`src/gvmic_pkg.sv`:
```
// shared constants and carrier types for the pin/interrupt configuration block
package gvmic_pkg;
  // ---------------------------------------------------------------
  // register map, page 0x00
  // ---------------------------------------------------------------
  localparam logic [7:0] PAGE_MAIN = 8'h00;
  localparam logic [7:0] ADDR_PIN_OUT_VAL = 8'h26;
  localparam logic [7:0] ADDR_PIN_IN_MON = 8'h27;
  localparam logic [7:0] ADDR_IRQ_CFG = 8'h28;
  localparam logic [7:0] ADDR_IRQ_MASK0 = 8'h29;
  localparam logic [7:0] ADDR_LATCHED0 = 8'h2c;
  localparam logic [7:0] RST_PIN_OUT_VAL = 8'h00;
  localparam logic [7:0] RST_IRQ_CFG = 8'h00;
  localparam logic [7:0] RST_IRQ_MASK0 = 8'hff;
  localparam logic [7:0] RST_LATCHED0 = 8'h00;
  localparam logic [7:0] MASK_PIN_OUT_VAL = 8'he0;
  localparam int POS_PIN1 = 7;
  localparam int POS_PIN2 = 6;
  localparam int POS_PIN3 = 5;
  localparam int POS_INONLY1 = 4;
  localparam int POS_INONLY2 = 3;
  // ---------------------------------------------------------------
  // field encodings
  // ---------------------------------------------------------------
  localparam logic [3:0] FUNC_GEN_OUT = 4'h1;
  localparam logic [3:0] FUNC_GEN_IN = 4'h9;
  localparam logic [1:0] EVT_LEVEL = 2'h0;
  localparam logic [1:0] EVT_REPEAT = 2'h2;
  localparam logic [1:0] EVT_SINGLE = 2'h3;
  localparam logic [1:0] PD_OFF = 2'h0;
  localparam logic [1:0] PD_UNMASKED = 2'h1;
  localparam logic [1:0] PD_ALL = 2'h2;
  // ---------------------------------------------------------------
  // timing
  // ---------------------------------------------------------------
  localparam int CLK_FREQ_MHZ = 125;
  localparam int PULSE_TIME_US = 2000;
  localparam int PERIOD_TIME_US = 4000;
  localparam int PULSE_CYCLES_DEF = PULSE_TIME_US * CLK_FREQ_MHZ;
  localparam int PERIOD_CYCLES_DEF = PERIOD_TIME_US * CLK_FREQ_MHZ;
  // ---------------------------------------------------------------
  // carriers
  // ---------------------------------------------------------------
  typedef struct packed {
    logic irq_polarity;
    logic [1:0] irq_event;
    logic [1:0] fault_powerdown_select;
    logic latch_readback_select;
    logic fault_recovery_select;
    logic latch_clear_on_read;
  } gvmic_cfg_t;
  typedef struct packed {
    logic wr;
    logic rd;
    logic [7:0] page;
    logic [7:0] addr;
    logic [7:0] wdata;
  } gvmic_req_t;
endpackage : gvmic_pkg

```
`src/gvmic_top.sv`:
```
// pin value/monitor registers, interrupt shaping and fault power-down control
// What this block does
// - general output pins drive value bits 7, 6, 5 for pins 1, 2, 3.
// - general input pin levels show in monitor bits 7 to 3.
// - polarity bit 7 low gives active-low interrupt, high gives active-high.
// - event field 0: interrupt held while any unmasked latched flag set.
// - event field 2: 2 ms pulse every 4 ms while unmasked flags remain.
// - event field 3: one 2 ms pulse per unmasked event arriving outside a pulse; value 1 reserved.
// - power-down field 0: faults never power down channels or bias.
// - field 1: unmasked channel faults power down; bias fault per setting.
// - field 2: all channel faults power down; bias as field 1; 3 reserved.
// - readback bit 0 shows all latched flags, 1 only unmasked ones.
// - recovery bit 0: channels power back up when fault disappears.
// - clear-on-read 0: read clears only bits whose live status is zero.
// - clear-on-read 1: read clears all; set again only on new rising live.
// - first mask register resets to all ones.
// - monitor at 0x27, interrupt config at 0x28, page 0, reset zero.
// - output value register at 0x26, page 0, reset zero.
// - function 1 means general output, function 9 means general input.
// - mask bit 0 unmasks a source, 1 masks it.
`timescale 1ns/1ps
`default_nettype none
module gvmic_top #(
  parameter int NCH = 6,
  parameter int CNT_W = 20,
  parameter int PULSE_CYCLES = gvmic_pkg::PULSE_CYCLES_DEF,
  parameter int PERIOD_CYCLES = gvmic_pkg::PERIOD_CYCLES_DEF
) (
  input wire logic CLK,
  input wire logic RST_N,
  input wire gvmic_pkg::gvmic_req_t REG_REQ,
  output logic [7:0] REG_RDATA,
  input wire logic [3:0] PIN1_FUNC,
  input wire logic [3:0] PIN2_FUNC,
  input wire logic [3:0] PIN3_FUNC,
  input wire logic [3:0] INONLY1_FUNC,
  input wire logic [3:0] INONLY2_FUNC,
  input wire logic [4:0] PIN_IN,
  output logic [2:0] PIN_OUT,
  output logic [2:0] PIN_OE,
  input wire logic [7:0] LIVE_STATUS,
  output logic IRQ_PIN,
  input wire logic [NCH-1:0] CH_FAULT,
  input wire logic [NCH-1:0] CH_FAULT_MASKED,
  input wire logic BIAS_FAULT,
  input wire logic BIAS_PD_ALL,
  input wire logic [NCH-1:0] CH_POWERUP_REQ,
  output logic [NCH-1:0] CH_POWERDOWN,
  output logic BIAS_POWERDOWN
);
  import gvmic_pkg::*;

  localparam logic [CNT_W-1:0] PULSE_LAST = CNT_W'(PULSE_CYCLES - 1);
  localparam logic [CNT_W-1:0] PERIOD_LAST = CNT_W'(PERIOD_CYCLES - 1);

  // ---------------------------------------------------------------
  // register access
  // ---------------------------------------------------------------
  function automatic logic hit(input gvmic_req_t r, input logic [7:0] a);
    hit = (r.page == PAGE_MAIN) && (r.addr == a);
  endfunction : hit

  logic [7:0] out_val_reg;
  logic [7:0] mon_reg;
  gvmic_cfg_t cfg_reg;
  logic [7:0] mask_reg;
  logic [7:0] lat_reg;
  logic [7:0] lat_view;
  logic rd_lat;

  assign rd_lat = REG_REQ.rd && hit(REG_REQ, ADDR_LATCHED0);

  always_ff @(posedge CLK) begin
    if (!RST_N) begin
      out_val_reg <= RST_PIN_OUT_VAL;
    end else if (REG_REQ.wr && hit(REG_REQ, ADDR_PIN_OUT_VAL)) begin
      out_val_reg <= REG_REQ.wdata & MASK_PIN_OUT_VAL;
    end
  end

  always_ff @(posedge CLK) begin
    if (!RST_N) begin
      cfg_reg <= RST_IRQ_CFG;
    end else if (REG_REQ.wr && hit(REG_REQ, ADDR_IRQ_CFG)) begin
      cfg_reg <= REG_REQ.wdata;
    end
  end

  always_ff @(posedge CLK) begin
    if (!RST_N) begin
      mask_reg <= RST_IRQ_MASK0;
    end else if (REG_REQ.wr && hit(REG_REQ, ADDR_IRQ_MASK0)) begin
      mask_reg <= REG_REQ.wdata;
    end
  end

  // unmapped addresses and other pages read as zero
  always_ff @(posedge CLK) begin
    if (!RST_N) begin
      REG_RDATA <= 8'h00;
    end else if (REG_REQ.rd) begin
      if (hit(REG_REQ, ADDR_PIN_OUT_VAL)) begin
        REG_RDATA <= out_val_reg;
      end else if (hit(REG_REQ, ADDR_PIN_IN_MON)) begin
        REG_RDATA <= mon_reg;
      end else if (hit(REG_REQ, ADDR_IRQ_CFG)) begin
        REG_RDATA <= cfg_reg;
      end else if (hit(REG_REQ, ADDR_IRQ_MASK0)) begin
        REG_RDATA <= mask_reg;
      end else if (rd_lat) begin
        REG_RDATA <= lat_view;
      end else begin
        REG_RDATA <= 8'h00;
      end
    end
  end

  // ---------------------------------------------------------------
  // pins
  // ---------------------------------------------------------------
  logic [4:0] pin_meta;
  logic [4:0] pin_sync;
  logic [4:0] is_in;
  logic [2:0] is_out;

  assign is_out = {PIN1_FUNC == FUNC_GEN_OUT, PIN2_FUNC == FUNC_GEN_OUT,
                   PIN3_FUNC == FUNC_GEN_OUT};
  assign is_in = {PIN1_FUNC == FUNC_GEN_IN, PIN2_FUNC == FUNC_GEN_IN,
                  PIN3_FUNC == FUNC_GEN_IN, INONLY1_FUNC == FUNC_GEN_IN,
                  INONLY2_FUNC == FUNC_GEN_IN};

  always_ff @(posedge CLK) begin
    if (!RST_N) begin
      pin_meta <= 5'h00;
      pin_sync <= 5'h00;
    end else begin
      pin_meta <= PIN_IN;
      pin_sync <= pin_meta;
    end
  end

  // a pin not set up as an input reads zero, not a stale level
  always_ff @(posedge CLK) begin
    if (!RST_N) begin
      mon_reg <= 8'h00;
    end else begin
      mon_reg <= {pin_sync & is_in, 3'h0};
    end
  end

  always_ff @(posedge CLK) begin
    if (!RST_N) begin
      PIN_OUT <= 3'h0;
      PIN_OE <= 3'h0;
    end else begin
      PIN_OUT <= {out_val_reg[POS_PIN1], out_val_reg[POS_PIN2],
                  out_val_reg[POS_PIN3]};
      PIN_OE <= is_out;
    end
  end

  // ---------------------------------------------------------------
  // latched status
  // ---------------------------------------------------------------
  logic [7:0] live_q;
  logic [7:0] rise;
  logic [7:0] lat_set;
  logic [7:0] lat_clr;

  assign rise = LIVE_STATUS & ~live_q;
  // in keep-while-live mode a live bit keeps its flag; otherwise only an edge sets it
  assign lat_set = cfg_reg.latch_clear_on_read ? rise : LIVE_STATUS;
  assign lat_clr = !rd_lat ? 8'h00 :
                   cfg_reg.latch_clear_on_read ? 8'hff : ~LIVE_STATUS;
  assign lat_view = cfg_reg.latch_readback_select ? (lat_reg & ~mask_reg)
                                                  : lat_reg;

  always_ff @(posedge CLK) begin
    if (!RST_N) begin
      live_q <= 8'h00;
    end else begin
      live_q <= LIVE_STATUS;
    end
  end

  // set beats clear so a same-cycle event survives the read
  always_ff @(posedge CLK) begin
    if (!RST_N) begin
      lat_reg <= RST_LATCHED0;
    end else begin
      lat_reg <= (lat_reg & ~lat_clr) | lat_set;
    end
  end

  // ---------------------------------------------------------------
  // interrupt shaping
  // ---------------------------------------------------------------
  typedef enum logic [1:0] {
    ST_IDLE = 2'b01,
    ST_PULSE = 2'b10
  } gvmic_pst_t;

  gvmic_pst_t pst_reg;
  logic irq_req;
  logic new_evt;
  logic irq_act;
  logic [CNT_W-1:0] per_cnt_reg;
  logic [CNT_W-1:0] pls_cnt_reg;

  assign irq_req = |(lat_reg & ~mask_reg);
  assign new_evt = |(rise & ~mask_reg);

  // period counter runs only while a request stands, so each burst starts high
  always_ff @(posedge CLK) begin
    if (!RST_N) begin
      per_cnt_reg <= '0;
    end else if (!irq_req || cfg_reg.irq_event != EVT_REPEAT) begin
      per_cnt_reg <= '0;
    end else if (per_cnt_reg == PERIOD_LAST) begin
      per_cnt_reg <= '0;
    end else begin
      per_cnt_reg <= per_cnt_reg + 1'b1;
    end
  end

  // events arriving during a pulse merge into it
  always_ff @(posedge CLK) begin
    if (!RST_N) begin
      pst_reg <= ST_IDLE;
      pls_cnt_reg <= '0;
    end else if (cfg_reg.irq_event != EVT_SINGLE) begin
      pst_reg <= ST_IDLE;
      pls_cnt_reg <= '0;
    end else begin
      unique case (pst_reg)
        ST_IDLE: begin
          pls_cnt_reg <= '0;
          if (new_evt) begin
            pst_reg <= ST_PULSE;
          end
        end
        ST_PULSE: begin
          if (pls_cnt_reg == PULSE_LAST) begin
            pst_reg <= ST_IDLE;
            pls_cnt_reg <= '0;
          end else begin
            pls_cnt_reg <= pls_cnt_reg + 1'b1;
          end
        end
      endcase
    end
  end

  always_comb begin
    unique case (cfg_reg.irq_event)
      EVT_LEVEL: irq_act = irq_req;
      EVT_REPEAT: irq_act = irq_req && (per_cnt_reg <= PULSE_LAST);
      EVT_SINGLE: irq_act = (pst_reg == ST_PULSE);
      default: irq_act = 1'b0; // reserved code never asserts
    endcase
  end

  always_ff @(posedge CLK) begin
    if (!RST_N) begin
      IRQ_PIN <= 1'b1;
    end else begin
      IRQ_PIN <= cfg_reg.irq_polarity ? irq_act : !irq_act;
    end
  end

  // ---------------------------------------------------------------
  // fault power-down
  // ---------------------------------------------------------------
  logic pd_on;
  logic bias_trig;
  logic [NCH-1:0] ch_trig;
  logic [NCH-1:0] ch_fault_any;
  logic [NCH-1:0] ch_recover;

  assign pd_on = (cfg_reg.fault_powerdown_select == PD_UNMASKED) ||
                 (cfg_reg.fault_powerdown_select == PD_ALL);
  assign bias_trig = pd_on && BIAS_FAULT;
  assign ch_fault_any = CH_FAULT | {NCH{BIAS_FAULT && BIAS_PD_ALL}};
  assign ch_trig = !pd_on ? '0 :
                   (cfg_reg.fault_powerdown_select == PD_ALL ? CH_FAULT
                    : (CH_FAULT & ~CH_FAULT_MASKED))
                   | {NCH{bias_trig && BIAS_PD_ALL}};
  // manual mode waits for the host's power-up request after the fault is gone
  assign ch_recover = ~ch_fault_any &
                      (cfg_reg.fault_recovery_select ? CH_POWERUP_REQ
                                                     : {NCH{1'b1}});

  always_ff @(posedge CLK) begin
    if (!RST_N) begin
      CH_POWERDOWN <= '0;
    end else begin
      CH_POWERDOWN <= ch_trig | (CH_POWERDOWN & ~ch_recover);
    end
  end

  always_ff @(posedge CLK) begin
    if (!RST_N) begin
      BIAS_POWERDOWN <= 1'b0;
    end else begin
      BIAS_POWERDOWN <= bias_trig || (BIAS_POWERDOWN && BIAS_FAULT);
    end
  end

  // ---------------------------------------------------------------
  // checks
  // ---------------------------------------------------------------
  logic [2:0] wr_val;
  assign wr_val = REG_REQ.wdata[7:5];
endmodule : gvmic_top
`default_nettype wire

```
`config.mk`:
```
export PLATFORM = sky130hd
export DESIGN_NAME = gvmic_top
export DESIGN_NICKNAME = d
export VERILOG_FILES = /design/src/gvmic_pkg.sv /design/src/gvmic_top.sv
export SDC_FILE = /design/constraint.sdc
export NUM_CORES = 1
export LEC_CHECK = 0
export ABC_AREA = 1
export BUFFER_PORTS_ARGS = -buffer_cell sky130_fd_sc_hd__buf_4
export CELL_PAD_IN_SITES_DETAIL_PLACEMENT = 1
export CELL_PAD_IN_SITES_GLOBAL_PLACEMENT = 1
export CORE_ASPECT_RATIO = 1.25
export CORE_MARGIN = 4
export CORE_UTILIZATION = 43
export CTS_CLUSTER_DIAMETER = 30
export CTS_CLUSTER_SIZE = 8
export DETAILED_ROUTE_END_ITERATION = 7
export MAX_ROUTING_LAYER = met4
export PLACE_DENSITY = 0.95
export REMOVE_ABC_BUFFERS = 1
export SYNTH_ARGS = -nofsm -noshare
export SYNTH_HDL_FRONTEND = slang
export SYNTH_SLANG_ARGS = --single-unit
```
`constraint.sdc`:
```
create_clock -name CLK -period 2.9 [get_ports CLK]
set_input_delay 0.58 -clock CLK [delete_from_list [all_inputs] [get_ports CLK]]
set_output_delay 0.58 -clock CLK [all_outputs]
set_load 0.02 [all_outputs]
```
---- Yosys cells after proc, flatten, opt, wreduce, memory -nomap -nowiden ----
Cells that the tools add are included.
storage, ports and cells
  bits in registers ....................... 117
  logic and storage cells ................. 116
  output and inout bits ................... 22
cells by class
  add/subtract/negate cells ............... 2
  bitwise operators ....................... 20
  magnitude comparators ................... 1
  equal/unequal tests ..................... 25
  mux-type cells .......................... 19
  reductions and logical operators ........ 26
operators by type and width
  operator               number
  $mux 8                 9
  $add 20x1->20 const B  2
  $eq 8x6->1 const B     5
  $pmux 20 s2            1
  $and 8x8->8            4
  $not 8->8              4
  $eq 20x18->1 const B   1
  $eq 20x19->1 const B   1
  $eq 4x4->1 const B     5
  $le 20x18->1 const B   1
  $mux 20                1
  $and 6x6->6            3
  $mux 6                 3
  $not 6->6              3
  $or 6x6->6             3
  $reduce_or 8->1        2
  $logic_and 1x1->1      14
  $eq 4x1->1 const B     3
  $eq 2x2->1 const B     4
  $logic_not 8->1        1
  $ne 2x2->1 const B     4
  $or 8x8->8             1
  $and 5x5->5            1
  $eq 2x1->1 const B     2
  11 further kinds       15

---- Longest topological paths before layout ----
Gate-level depths: netlist of the first run.
  word-level depth ........................ 8
  mapped depth ............................ 10
  gate-level depth less buffers ........... 10

---- Least setup slack after synthesis of the first run ----
No wires, ideal clock.
  path type ............................... in2reg
  start ................................... input REG_REQ[15] in the netlist's numbering
  end ..................................... register cfg_reg[5] in the netlist's numbering
  stages on the path ...................... 9
  path slack .............................. 1.231 ns
  arrival time ............................ 1.550 ns
  setup time .............................. 0.119 ns
  cell sequence ........................... nor2_1 nand3_2 nor2_4 nand3_4 nor2_4 inv_2 buf_6 o21ai_1 a21oi_1
between the ends
  word-level cells in the longest chain between the ends .. 3
RTL lines
  element                 RTL line         source
  start: declaration      gvmic_top.sv:31  input wire gvmic_pkg::gvmic_req_t REG_REQ,
  $eq 8x6->1              gvmic_top.sv:60  hit = (r.page == PAGE_MAIN) && (r.addr == a);
  $logic_and 1x1->1       gvmic_top.sv:60
  $logic_and 1x1->1       gvmic_top.sv:84  end else if (REG_REQ.wr && hit(REG_REQ, ADDR_IRQ_CFG)) begin
  end signal: assignment  gvmic_top.sv:85  cfg_reg <= REG_REQ.wdata;
  end: declaration        gvmic_top.sv:65  gvmic_cfg_t cfg_reg;
No other way between the ends.
A chain may end at the register's enable or synchronous reset.

---- Final worst setup path of the first run ----
  start ................................... input REG_REQ[21] in the netlist's numbering
  end ..................................... register REG_RDATA[1]
between the ends
  word-level cells in the longest chain between the ends .. 8
  elaborated cells on any way between the ends .. 12
  classes of those cells .................. mux (5); reduce/logical (7)
RTL lines
  element                 RTL line          source
  $logic_not 8->1 *       gvmic_top.sv:60
  $logic_and 1x1->1       gvmic_top.sv:60
  $logic_and 1x1->1       gvmic_top.sv:71   assign rd_lat = REG_REQ.rd && hit(REG_REQ, ADDR_LATCHED0);
  $mux 8                  gvmic_top.sv:110  end else if (rd_lat) begin
  $mux 8                  gvmic_top.sv:108  end else if (hit(REG_REQ, ADDR_IRQ_MASK0)) begin
  $mux 8                  gvmic_top.sv:106  end else if (hit(REG_REQ, ADDR_IRQ_CFG)) begin
  $mux 8                  gvmic_top.sv:104  end else if (hit(REG_REQ, ADDR_PIN_IN_MON)) begin
  $mux 8 *                gvmic_top.sv:102  if (hit(REG_REQ, ADDR_PIN_OUT_VAL)) begin
  end signal: assignment  gvmic_top.sv:103  REG_RDATA <= out_val_reg;
  end signal: assignment  gvmic_top.sv:105  REG_RDATA <= mon_reg;
  end signal: assignment  gvmic_top.sv:107  REG_RDATA <= cfg_reg;
  end: declaration        gvmic_top.sv:32   output logic [7:0] REG_RDATA,
Mark *: on every way between the ends. The rest lies on a longest branch, timed or not.

==> metrics, run 1 <==
NumNets Final=897; DR vias=5443; first-pass GRT wire length=31.3 mm; setup TNS after final layout=0 ps; CP Class=in -> reg; die area=14000 um^2; global placer's final weighted congestion=0.919; die height=131 um; RSZ-0062 raised after global routing=no; ANT cells=0; Final Hold Viols=0; Arr. time, crit path=2180 ps; sw frac=21.3%; pwr dens=613 nW/um^2; mean post-synth cell area=7.41 um^2; Post-Route Skew=8.17 ps; H-tree levels=4; synth warn=0; CTS Hold Buffers Added=0; area grow syn2layout=29.8%; r2r setup slk=1160 ps; Setup violations, final=0; combinational power share=5.0%; routing usage on met2=52.9%; DR pass1 iterations=4; Psw=0.886 mW; Yosys top cell area share=43.7%; Cell Int Power=3.27 mW; I/O pin cnt=103; hold path endpoint=mon_reg[4]; VDD IR max=0.389 mV; DR vias/cell=5.52; fillers=1514; Worst Reg2Reg Path Length in Cells=9; post-layout util=57.6%; Rel. slew slack=66.9%; area of the core=11800 um^2; CP max FO=9; maxcap violations=0; Hold Path Depth=2; Seq pwr share=38.6%; Hold/Removal Path Class=in -> reg; fmax=537 MHz; largest net degree at the start of global routing=33; Starting Density=44.4%; crit start category=primary input; CTS max path bufs=2; Critical Path End Type=flop; CTS Sinks=114; final critical-path required period=1860 ps; Die W=107 um; RR Startpoint=per_cnt_reg[0]; # port buffers=102; Clk network pwr share=56.4%; CTS buffer count=17; Post-DP HPWL=11.8 mm; num rows=44; CTS tree=yes; post-synth top area cell=dfxtp_1; synth top area cells=dfxtp_1 (44%), nand2_1 (9.0%), inv_1 (8.0%), a21oi_1 (6.6%), nor2_1 (4.5%); outcome=completed; GRT Total Usage=29.1%; synth unique cells=40; Clock transition at path regs=60 ps; ANT nets after route=0; WHS=321 ps; reg2reg end=per_cnt_reg[18]; Remaining Overflow, GRT=0; Final Max Tran Viols=0; vias in the first global route=6194; post-synthesis sequential area ratio=43.7%; grt met3 use=6.87%; initial antenna violation count=0; DRC violations left=0; worst slew pin tran=495 ps; Final Power=4.16 mW; Post-Syn Area=5230 um^2; routed length per instance=19.6 um; P_leak=3.02 nW; GRT busiest layer=met2; CTS root buffer=clkbuf_16; #FFs+latches synth=114; DRT iter0 DRCs=325; final wirelength=19.3 mm; final cycle utilization of the critical path=64.3%; Hold Path Origin=INONLY1_FUNC[1]; met1 Resource Use GR=28.3%; post-CTS resize count=0; Syn Inst Count=705; share of post-route cells with drive strength above 1=21.9%; worst endpoint required time=3220 ps; clk_lat worst skew=420 ps; Post-CTS Setup Bufs=0
## cells in the final DEF, fill, tap and decap left out, drive strengths merged, types with 4 or more instances in the layout
| cell type | count |
|---|---|
| a21oi | 70 |
| buf | 106 |
| bufinv | 5 |
| clkbuf | 21 |
| dfxtp | 114 |
| inv | 116 |
| nand2 | 134 |
| nand3 | 35 |
| nand4 | 22 |
| nor2 | 75 |
| nor3 | 20 |
| nor3b | 11 |
| nor4 | 6 |
| o211ai | 4 |
| o21ai | 52 |
| xnor2 | 5 |
| xor2 | 13 |
## cell type report
| type | count | area [um^2] | share of cell area (%) |
|---|---|---|---|
| clock buffers | 21 | 470 | 6.93 |
| flip-flops and latches | 114 | 2280 | 33.6 |
| repair buffers | 106 | 796 | 11.7 |
| clock inverters | 10 | 180 | 2.66 |
| inverters | 116 | 435 | 6.42 |
| well taps | 161 | 201 | 2.97 |
| multi-input cells | 458 | 2420 | 35.7 |
## layer usage
layer / up-vias / wire length [um]
li1: 2487 / -
met1: 2666 / 6960
met2: 197 / 10400
met3: 93 / 976
met4: 0 / 973
met5: - / 0
## synthesized netlist by cell type (all sizes together)
cell / instances
xnor2: 5
nor3b: 11
a21oi: 70
nor3: 20
dfxtp: 114
nor2: 75
nand3: 35
xor2: 13
a22oi: 2
o211ai: 4
inv: 116
o21ai: 52
ha: 3
nand4: 22
o31a: 1
or2: 1
nor4: 6
nand3b: 1
a31oi: 1
buf: 11
nand2: 134
clkbuf: 6
and2: 1
a211oi: 1
## worst max-delay path, stage by stage
cell	delay, ps
buf_4	110
nor2_1	100
nand2_1	90
nor2_4	260
nor3b_2	470
nand2_1	140
nand2_1	120
nand2_1	70
a21oi_1	240
## through the flow
| step | instance area, um^2 | instances | setup slack, ps |
|---|---|---|---|
| 2_1_floorplan | 5140 | 688 | 941 |
| 3_3_place_gp | 6130 | 955 | 949 |
| 4_1_cts | 6780 | 986 | 1110 |
| 6_report | 6780 | 986 | 1040 |
| 5_1_grt | 6780 | 986 | 972 |
| 3_5_place_dp | 6130 | 955 | 867 |
## power by group through the flow
stage / Combinational, mW / Clock, mW / Sequential, mW
6_report: 0.207 / 2.34 / 1.60
5_1_grt: 0.224 / 2.43 / 1.61
4_1_cts: 0.205 / 2.35 / 1.60
3_5_place_dp: 0.193 / 0 / 1.63
3_3_place_gp: 0.182 / 0 / 1.63
2_1_floorplan: 0.0589 / 0 / 1.63
## worst max-delay path by stage
stage	from	to	cells after the start
after floorplan	RST_N	pls_cnt_reg[7]	4
after global placement	REG_REQ[23]	REG_RDATA[0]	9
after detailed placement	REG_REQ[15]	REG_RDATA[0]	9
after CTS	REG_REQ[21]	REG_RDATA[1]	9
after global routing	REG_REQ[21]	REG_RDATA[1]	9
final	REG_REQ[21]	REG_RDATA[1]	9
## logic make-up (layout without fill, tap and decap cells)
| family | after synthesis | in the layout | share of synthesized area [%] |
|---|---|---|---|
| simple gates | 306 | 306 | 29.3 |
| compound gates | 131 | 131 | 13.2 |
| buf+inv | 133 | 253 | 10.1 |
| flops | 114 | 114 | 43.7 |
| xor+xnor | 18 | 18 | 3.02 |
| fa+ha+maj | 3 | 3 | 0.718 |
(Power assumes the default switching activity.)
==> run 2: changes to the inputs <==
--- a/config.mk
+++ b/config.mk
@@ -5,18 +5,18 @@
 export SDC_FILE = /design/constraint.sdc
 export NUM_CORES = 1
 export LEC_CHECK = 0
-export ABC_AREA = 1
+export ABC_AREA = 0
 export BUFFER_PORTS_ARGS = -buffer_cell sky130_fd_sc_hd__buf_4
 export CELL_PAD_IN_SITES_DETAIL_PLACEMENT = 1
 export CELL_PAD_IN_SITES_GLOBAL_PLACEMENT = 1
 export CORE_ASPECT_RATIO = 1.25
 export CORE_MARGIN = 4
-export CORE_UTILIZATION = 43
+export CORE_UTILIZATION = 41
 export CTS_CLUSTER_DIAMETER = 30
 export CTS_CLUSTER_SIZE = 8
 export DETAILED_ROUTE_END_ITERATION = 7
 export MAX_ROUTING_LAYER = met4
-export PLACE_DENSITY = 0.95
+export PLACE_DENSITY = 0.9
 export REMOVE_ABC_BUFFERS = 1
 export SYNTH_ARGS = -nofsm -noshare
 export SYNTH_HDL_FRONTEND = slang
==> constraint.sdc (replaced) <==
create_clock -name CLK -period 1.8 [get_ports CLK]
set_input_delay 0.36 -clock CLK [delete_from_list [all_inputs] [get_ports CLK]]
set_output_delay 0.36 -clock CLK [all_outputs]
set_load 0.02 [all_outputs]
==> metrics, run 2 <==
outcome=completed; Clock transition at path regs=60 ps; mean post-synth cell area=8.95 um^2; Synth Flop Type=dfxtp_1; Post-Syn Area=5030 um^2; largest net degree at the start of global routing=39; commonest non-fill, non-tap cell in the layout=buf_4; #FFs+latches synth=114; # port buffers=102; synth warn=0; Syn Inst Count=562; NumNets Final=786; Remaining Overflow, GRT=0; grt met3 use=6.22%; vias in the first global route=5594; first-pass GRT wire length=29.6 mm; Rel. slew slack=70.9%; H-tree levels=4; clk_lat worst skew=420 ps; dpl ws=-320 ps; r2r setup slk=80 ps; CP Class=in -> reg; global placer's final weighted congestion=0.867; DR vias/cell=5.64; DR pass1 iterations=5; CTS tree=yes; worst slew pin tran=433 ps; VDD IR max=0.573 mV; ANT cells=0; CTS Sinks=114; RSZ-0062 raised after global routing=yes; final critical-path required period=1740 ps; Post-Route Skew=12.0 ps; GRT busiest layer=met2; Setup violations, final=0; Die W=107 um; GRT Total Usage=27.5%; CTS Hold Buffers Added=0; die area=14100 um^2; most frequent cells in the layout=buf_4 (141), dfxtp_1 (114), nor2_1 (59), nand2_1 (41), xor2_1 (27); CTS max path bufs=2; synth top area cells=dfxtp_1 (45%), xor2_1 (4.7%), nor2_1 (4.4%), nor2b_1 (3.2%), nand2_1 (3.1%); die height=132 um; routing usage on met2=49.3%; post-route cell area=6860 um^2; DR vias=4935; final wirelength=19.0 mm; maxcap violations=0; Arr. time, crit path=2030 ps; area of the core=11800 um^2; number of enable flip-flop cells after synthesis=0; initial antenna violation count=0; Hold/Removal Path Class=in -> reg; area grow syn2layout=36.5%; Starting Density=42.5%; CTS buffer count=17; DRC violations left=0; fmax=576 MHz; ANT nets after route=0; Final Hold Viols=0; CTS root buffer=clkbuf_16; Post-CTS Setup Bufs=0; pwr dens=939 nW/um^2; Post-DP HPWL=12.3 mm; num rows=44; post-synth top area cell=dfxtp_1; P_leak=2.77 nW; Critical Path End Type=flop; Synth top cells by count=dfxtp_1 (114), nor2_1 (59), nand2_1 (42); most numerous cell in the Yosys netlist=dfxtp_1; met1 Resource Use GR=26.9%; Yosys top cell area share=45.4%; crit start category=primary input; routed length per instance=21.8 um; setup ws final=64.7 ps; Final Max Tran Viols=0; asr flop ratio synth=0%; CP max FO=8; post-synthesis sequential area ratio=45.4%; area post-placement=6240 um^2; final cycle utilization of the critical path=96.4%; synth unique cells=56; I/O pin cnt=103; worst endpoint required time=2100 ps; share of post-route cells with drive strength above 1=26.2%; DRT iter0 DRCs=289
## run 2: cell count changes after synthesis, sizes merged, moves of 25 or more
cell   previous run  this run
inv             116        23
nor2b             0        26
o21ai            52        23
and2              1        26
a21oi            70        15
nand2           134        42
## run 2: layer usage
metal	vias up	part of all wire, %
li1	2245	-
met1	2405	37
met2	212	53
met3	73	5.2
met4	0	5.1
met5	-	0
## run 2: cell type report
type                       count  area [um^2]
clock buffer                  20          437
fill                        1354         4970
timing repair buffer         144         1120
tap                          161          201
clock inverter                11          163
multi-input combinational    402         2570
sequential                   114         2280
inverter                      23         86.3
## run 2: cell families after synthesis
group	synth area share, %
simple gates	29.2
fa+ha+maj	0.747
buf+inv	3.93
mux	3.66
compound gates	10.8
xor+xnor	6.27
flops	45.4
## run 2: what timing repair did
item                       CTS  global route
pin swaps                    0             0
resized for setup            1             5
setup endpoints to repair    2            30
## run 2: worst paths after layout
path,start,endpoint,depth (start not counted)
max,REG_REQ[17],lat_reg[2],7
min,PIN2_FUNC[3],PIN_OE[1],2
max reg2reg,lat_reg[2],per_cnt_reg[19],7
min reg2reg,pin_meta[0],pin_sync[0],1
## run 2: metrics by stage
step	hold WS [ps]	setup TNS, ps	cells	total power, mW	util (%)
floorplan	412	-3960	539	2.73	-
global placement	419	-5110	844	2.94	52.7
detailed placement	434	-7130	844	2.97	52.7
CTS	105	0	875	6.46	57.8
global route	106	-4.71	875	6.61	58.0
finish	106	0	875	6.44	58.0
## run 2: worst max-delay path, stage by stage
cell and delay [ps]:
buf_4 120, or4_4 590, nor3_2 250, nand2_1 120, buf_4 190, a22oi_1 290
nor2b_1 110
## run 2: where the power goes
part | internal, mW | switching, mW
Combinational | 0.193 | 0.162
Clock | 2.30 | 1.20
Sequential | 2.56 | 0.0235
==> run 3: changes to the inputs <==
--- a/config.mk
+++ b/config.mk
@@ -5,18 +5,18 @@
 export SDC_FILE = /design/constraint.sdc
 export NUM_CORES = 1
 export LEC_CHECK = 0
-export ABC_AREA = 0
+export ABC_AREA = 1
 export BUFFER_PORTS_ARGS = -buffer_cell sky130_fd_sc_hd__buf_4
 export CELL_PAD_IN_SITES_DETAIL_PLACEMENT = 1
 export CELL_PAD_IN_SITES_GLOBAL_PLACEMENT = 1
 export CORE_ASPECT_RATIO = 1.25
 export CORE_MARGIN = 4
-export CORE_UTILIZATION = 41
+export CORE_UTILIZATION = 40
 export CTS_CLUSTER_DIAMETER = 30
 export CTS_CLUSTER_SIZE = 8
 export DETAILED_ROUTE_END_ITERATION = 7
 export MAX_ROUTING_LAYER = met4
-export PLACE_DENSITY = 0.9
+export PLACE_DENSITY = 0.91
 export REMOVE_ABC_BUFFERS = 1
 export SYNTH_ARGS = -nofsm -noshare
 export SYNTH_HDL_FRONTEND = slang
==> metrics, run 3 (synthesis gave the netlist of run 1 again) <==
outcome=completed; final critical-path required period=1700 ps; Die W=110 um; P_leak=3.00 nW; CP Class=reg -> reg; largest net degree at the start of global routing=33; Rel. slew slack=71.2%; worst endpoint required time=2100 ps; post-layout util=53.4%; Setup violations, final=0; area of the core=12700 um^2; Psw=1.37 mW; die area=15000 um^2; fmax=588 MHz; Clock transition at path regs=60 ps; initial antenna violation count=0; WP buf/inv=0; NumNets Final=902; reg2reg end=pls_cnt_reg[17]; Final Max Tran Viols=0; r2r setup slk=100 ps; critical path, cell by cell=nand2_1, nor3_1, nand2_2, nor2_4, nand3_4, nor3b_1, nor3_1; DR vias=5161; maxcap violations=0; VDD IR max=0.559 mV; Arr. time, crit path=2000 ps; first-pass GRT wire length=26.7 mm; die height=136 um; Layout Cells excl Fill=999; global placer's final weighted congestion=0.866; DR pass1 iterations=4; DR vias/cell=5.17; DRT iter0 DRCs=271; Post-DP HPWL=11.9 mm; Crit path largest cell delay=390 ps; combinational power share=5.1%; DRC violations left=0; RR Startpoint=pls_cnt_reg[6]; Worst Reg2Reg Path Length in Cells=7; Hold Path Origin=INONLY1_FUNC[1]; CTS Hold Buffers Added=0; CTS max path bufs=2; commonest non-fill, non-tap cell in the layout=nand2_1; Post-CTS Setup Bufs=0; final wirelength=16.8 mm; vias in the first global route=5657; Post-Route Skew=7.17 ps; CTS buffer count=17; crit start category=flop; CP max FO=4; ANT nets after route=0; ANT cells=0; num rows=46; most used cell, CP=nor3_1; top cell family by delay on the critical path=simple AND/OR/NAND/NOR gates; RSZ-0062 raised after global routing=yes; I/O pin cnt=103; Clk network pwr share=53.1%; area grow syn2layout=29.8%; share of post-route cells with drive strength above 1=22.5%; dpl ws=-6.53 ps; Hold Path Depth=2; hold path endpoint=mon_reg[4]; pwr dens=911 nW/um^2; placed cell count=967; fillers=1590; setup TNS after final layout=0 ps; final cycle utilization of the critical path=94.5%; clk_lat worst skew=420 ps; routed length per instance=16.8 um; Seq pwr share=41.8%; Final Hold Viols=0; H-tree levels=4; CTS Sinks=114; Critical Path End Type=flop; GRT Total Usage=24.0%; most frequent cells in the layout=nand2_1 (125), dfxtp_1 (114), inv_1 (112), buf_4 (110), a21oi_1 (69); Starting Density=41.1%; worst slew pin tran=429 ps; setup ws final=99.9 ps; Remaining Overflow, GRT=0; CTS tree=yes; Cell Int Power=4.82 mW; # port buffers=102; Hold/Removal Path Class=in -> reg; Crit-path slowest cell=dfxtp_1; CTS root buffer=clkbuf_16; sw frac=22.1%
==> run 3: cell count changes in the layout (fill, tap and decap cells not counted), sizes merged, moves of 26 or more <==
cell	before	now
a21oi	15	70
buf	144	111
inv	23	116
nand2	42	134
nor2b	26	0
o21ai	23	52
==> run 3: power by group through the flow <==
| stage | clock (mW) | sequential, mW | combinational [mW] |
|---|---|---|---|
| floorplan | 0 | 2.63 | 0.0949 |
| global placement | 0 | 2.63 | 0.299 |
| detailed placement | 0 | 2.63 | 0.311 |
| CTS | 3.32 | 2.58 | 0.318 |
| global route | 3.43 | 2.58 | 0.349 |
| finish | 3.28 | 2.58 | 0.318 |
==> run 3: worst reg2reg max path, delay by kind of cell (launching register included) <==
kind / cells / cell delay (ps)
DFF: 1 / 390
and+or+nand+nor: 7 / 1200
==> run 3: per-layer routing <==
layer | track usage (%) | wire length [um]
met2 | 42.4 | 9050
met1 | 23.9 | 6170
met3 | 6.37 | 861
met4 | 12.4 | 737
met5 | - | 0
==> run 3: area by class of cell <==
type / count / area [um^2] / area share, %
sequential: 114 / 2280 / 33.6
multi-input combinational: 458 / 2440 / 36.0
inverter: 116 / 435 / 6.42
clock inverter: 10 / 109 / 1.60
timing repair buffer: 111 / 846 / 12.5
clock buffer: 22 / 464 / 6.84
tap: 168 / 210 / 3.10
==> run 3: per-stage QoR <==
step | area (um^2) | hold WS [ps] | power [mW]
after floorplan | 5140 | 390 | 2.73
after global placement | 6190 | 395 | 2.93
after detailed placement | 6190 | 408 | 2.95
after CTS | 6770 | 86.0 | 6.22
after global routing | 6790 | 100 | 6.36
final | 6790 | 98.1 | 6.18
==> run 3: worst max-delay path by stage <==
stage / startpoint / endpoint / slack (ps) / cells past startpoint
after detailed placement: REG_REQ[23] / REG_RDATA[5] / -7 / 10
after floorplan: RST_N / pls_cnt_reg[7] / 60 / 4
after CTS: pls_cnt_reg[0] / pls_cnt_reg[18] / 40 / 10
after global routing: pls_cnt_reg[6] / pls_cnt_reg[17] / -70 / 7
final: pls_cnt_reg[6] / pls_cnt_reg[17] / 100 / 7
after global placement: REG_REQ[23] / REG_RDATA[7] / 50 / 10
==> run 3: timing repair <==
action                     in CTS  in global routing
gates resized for setup         0                  4
hold endpoints to repair        0                  0
setup endpoints to repair       0                 11
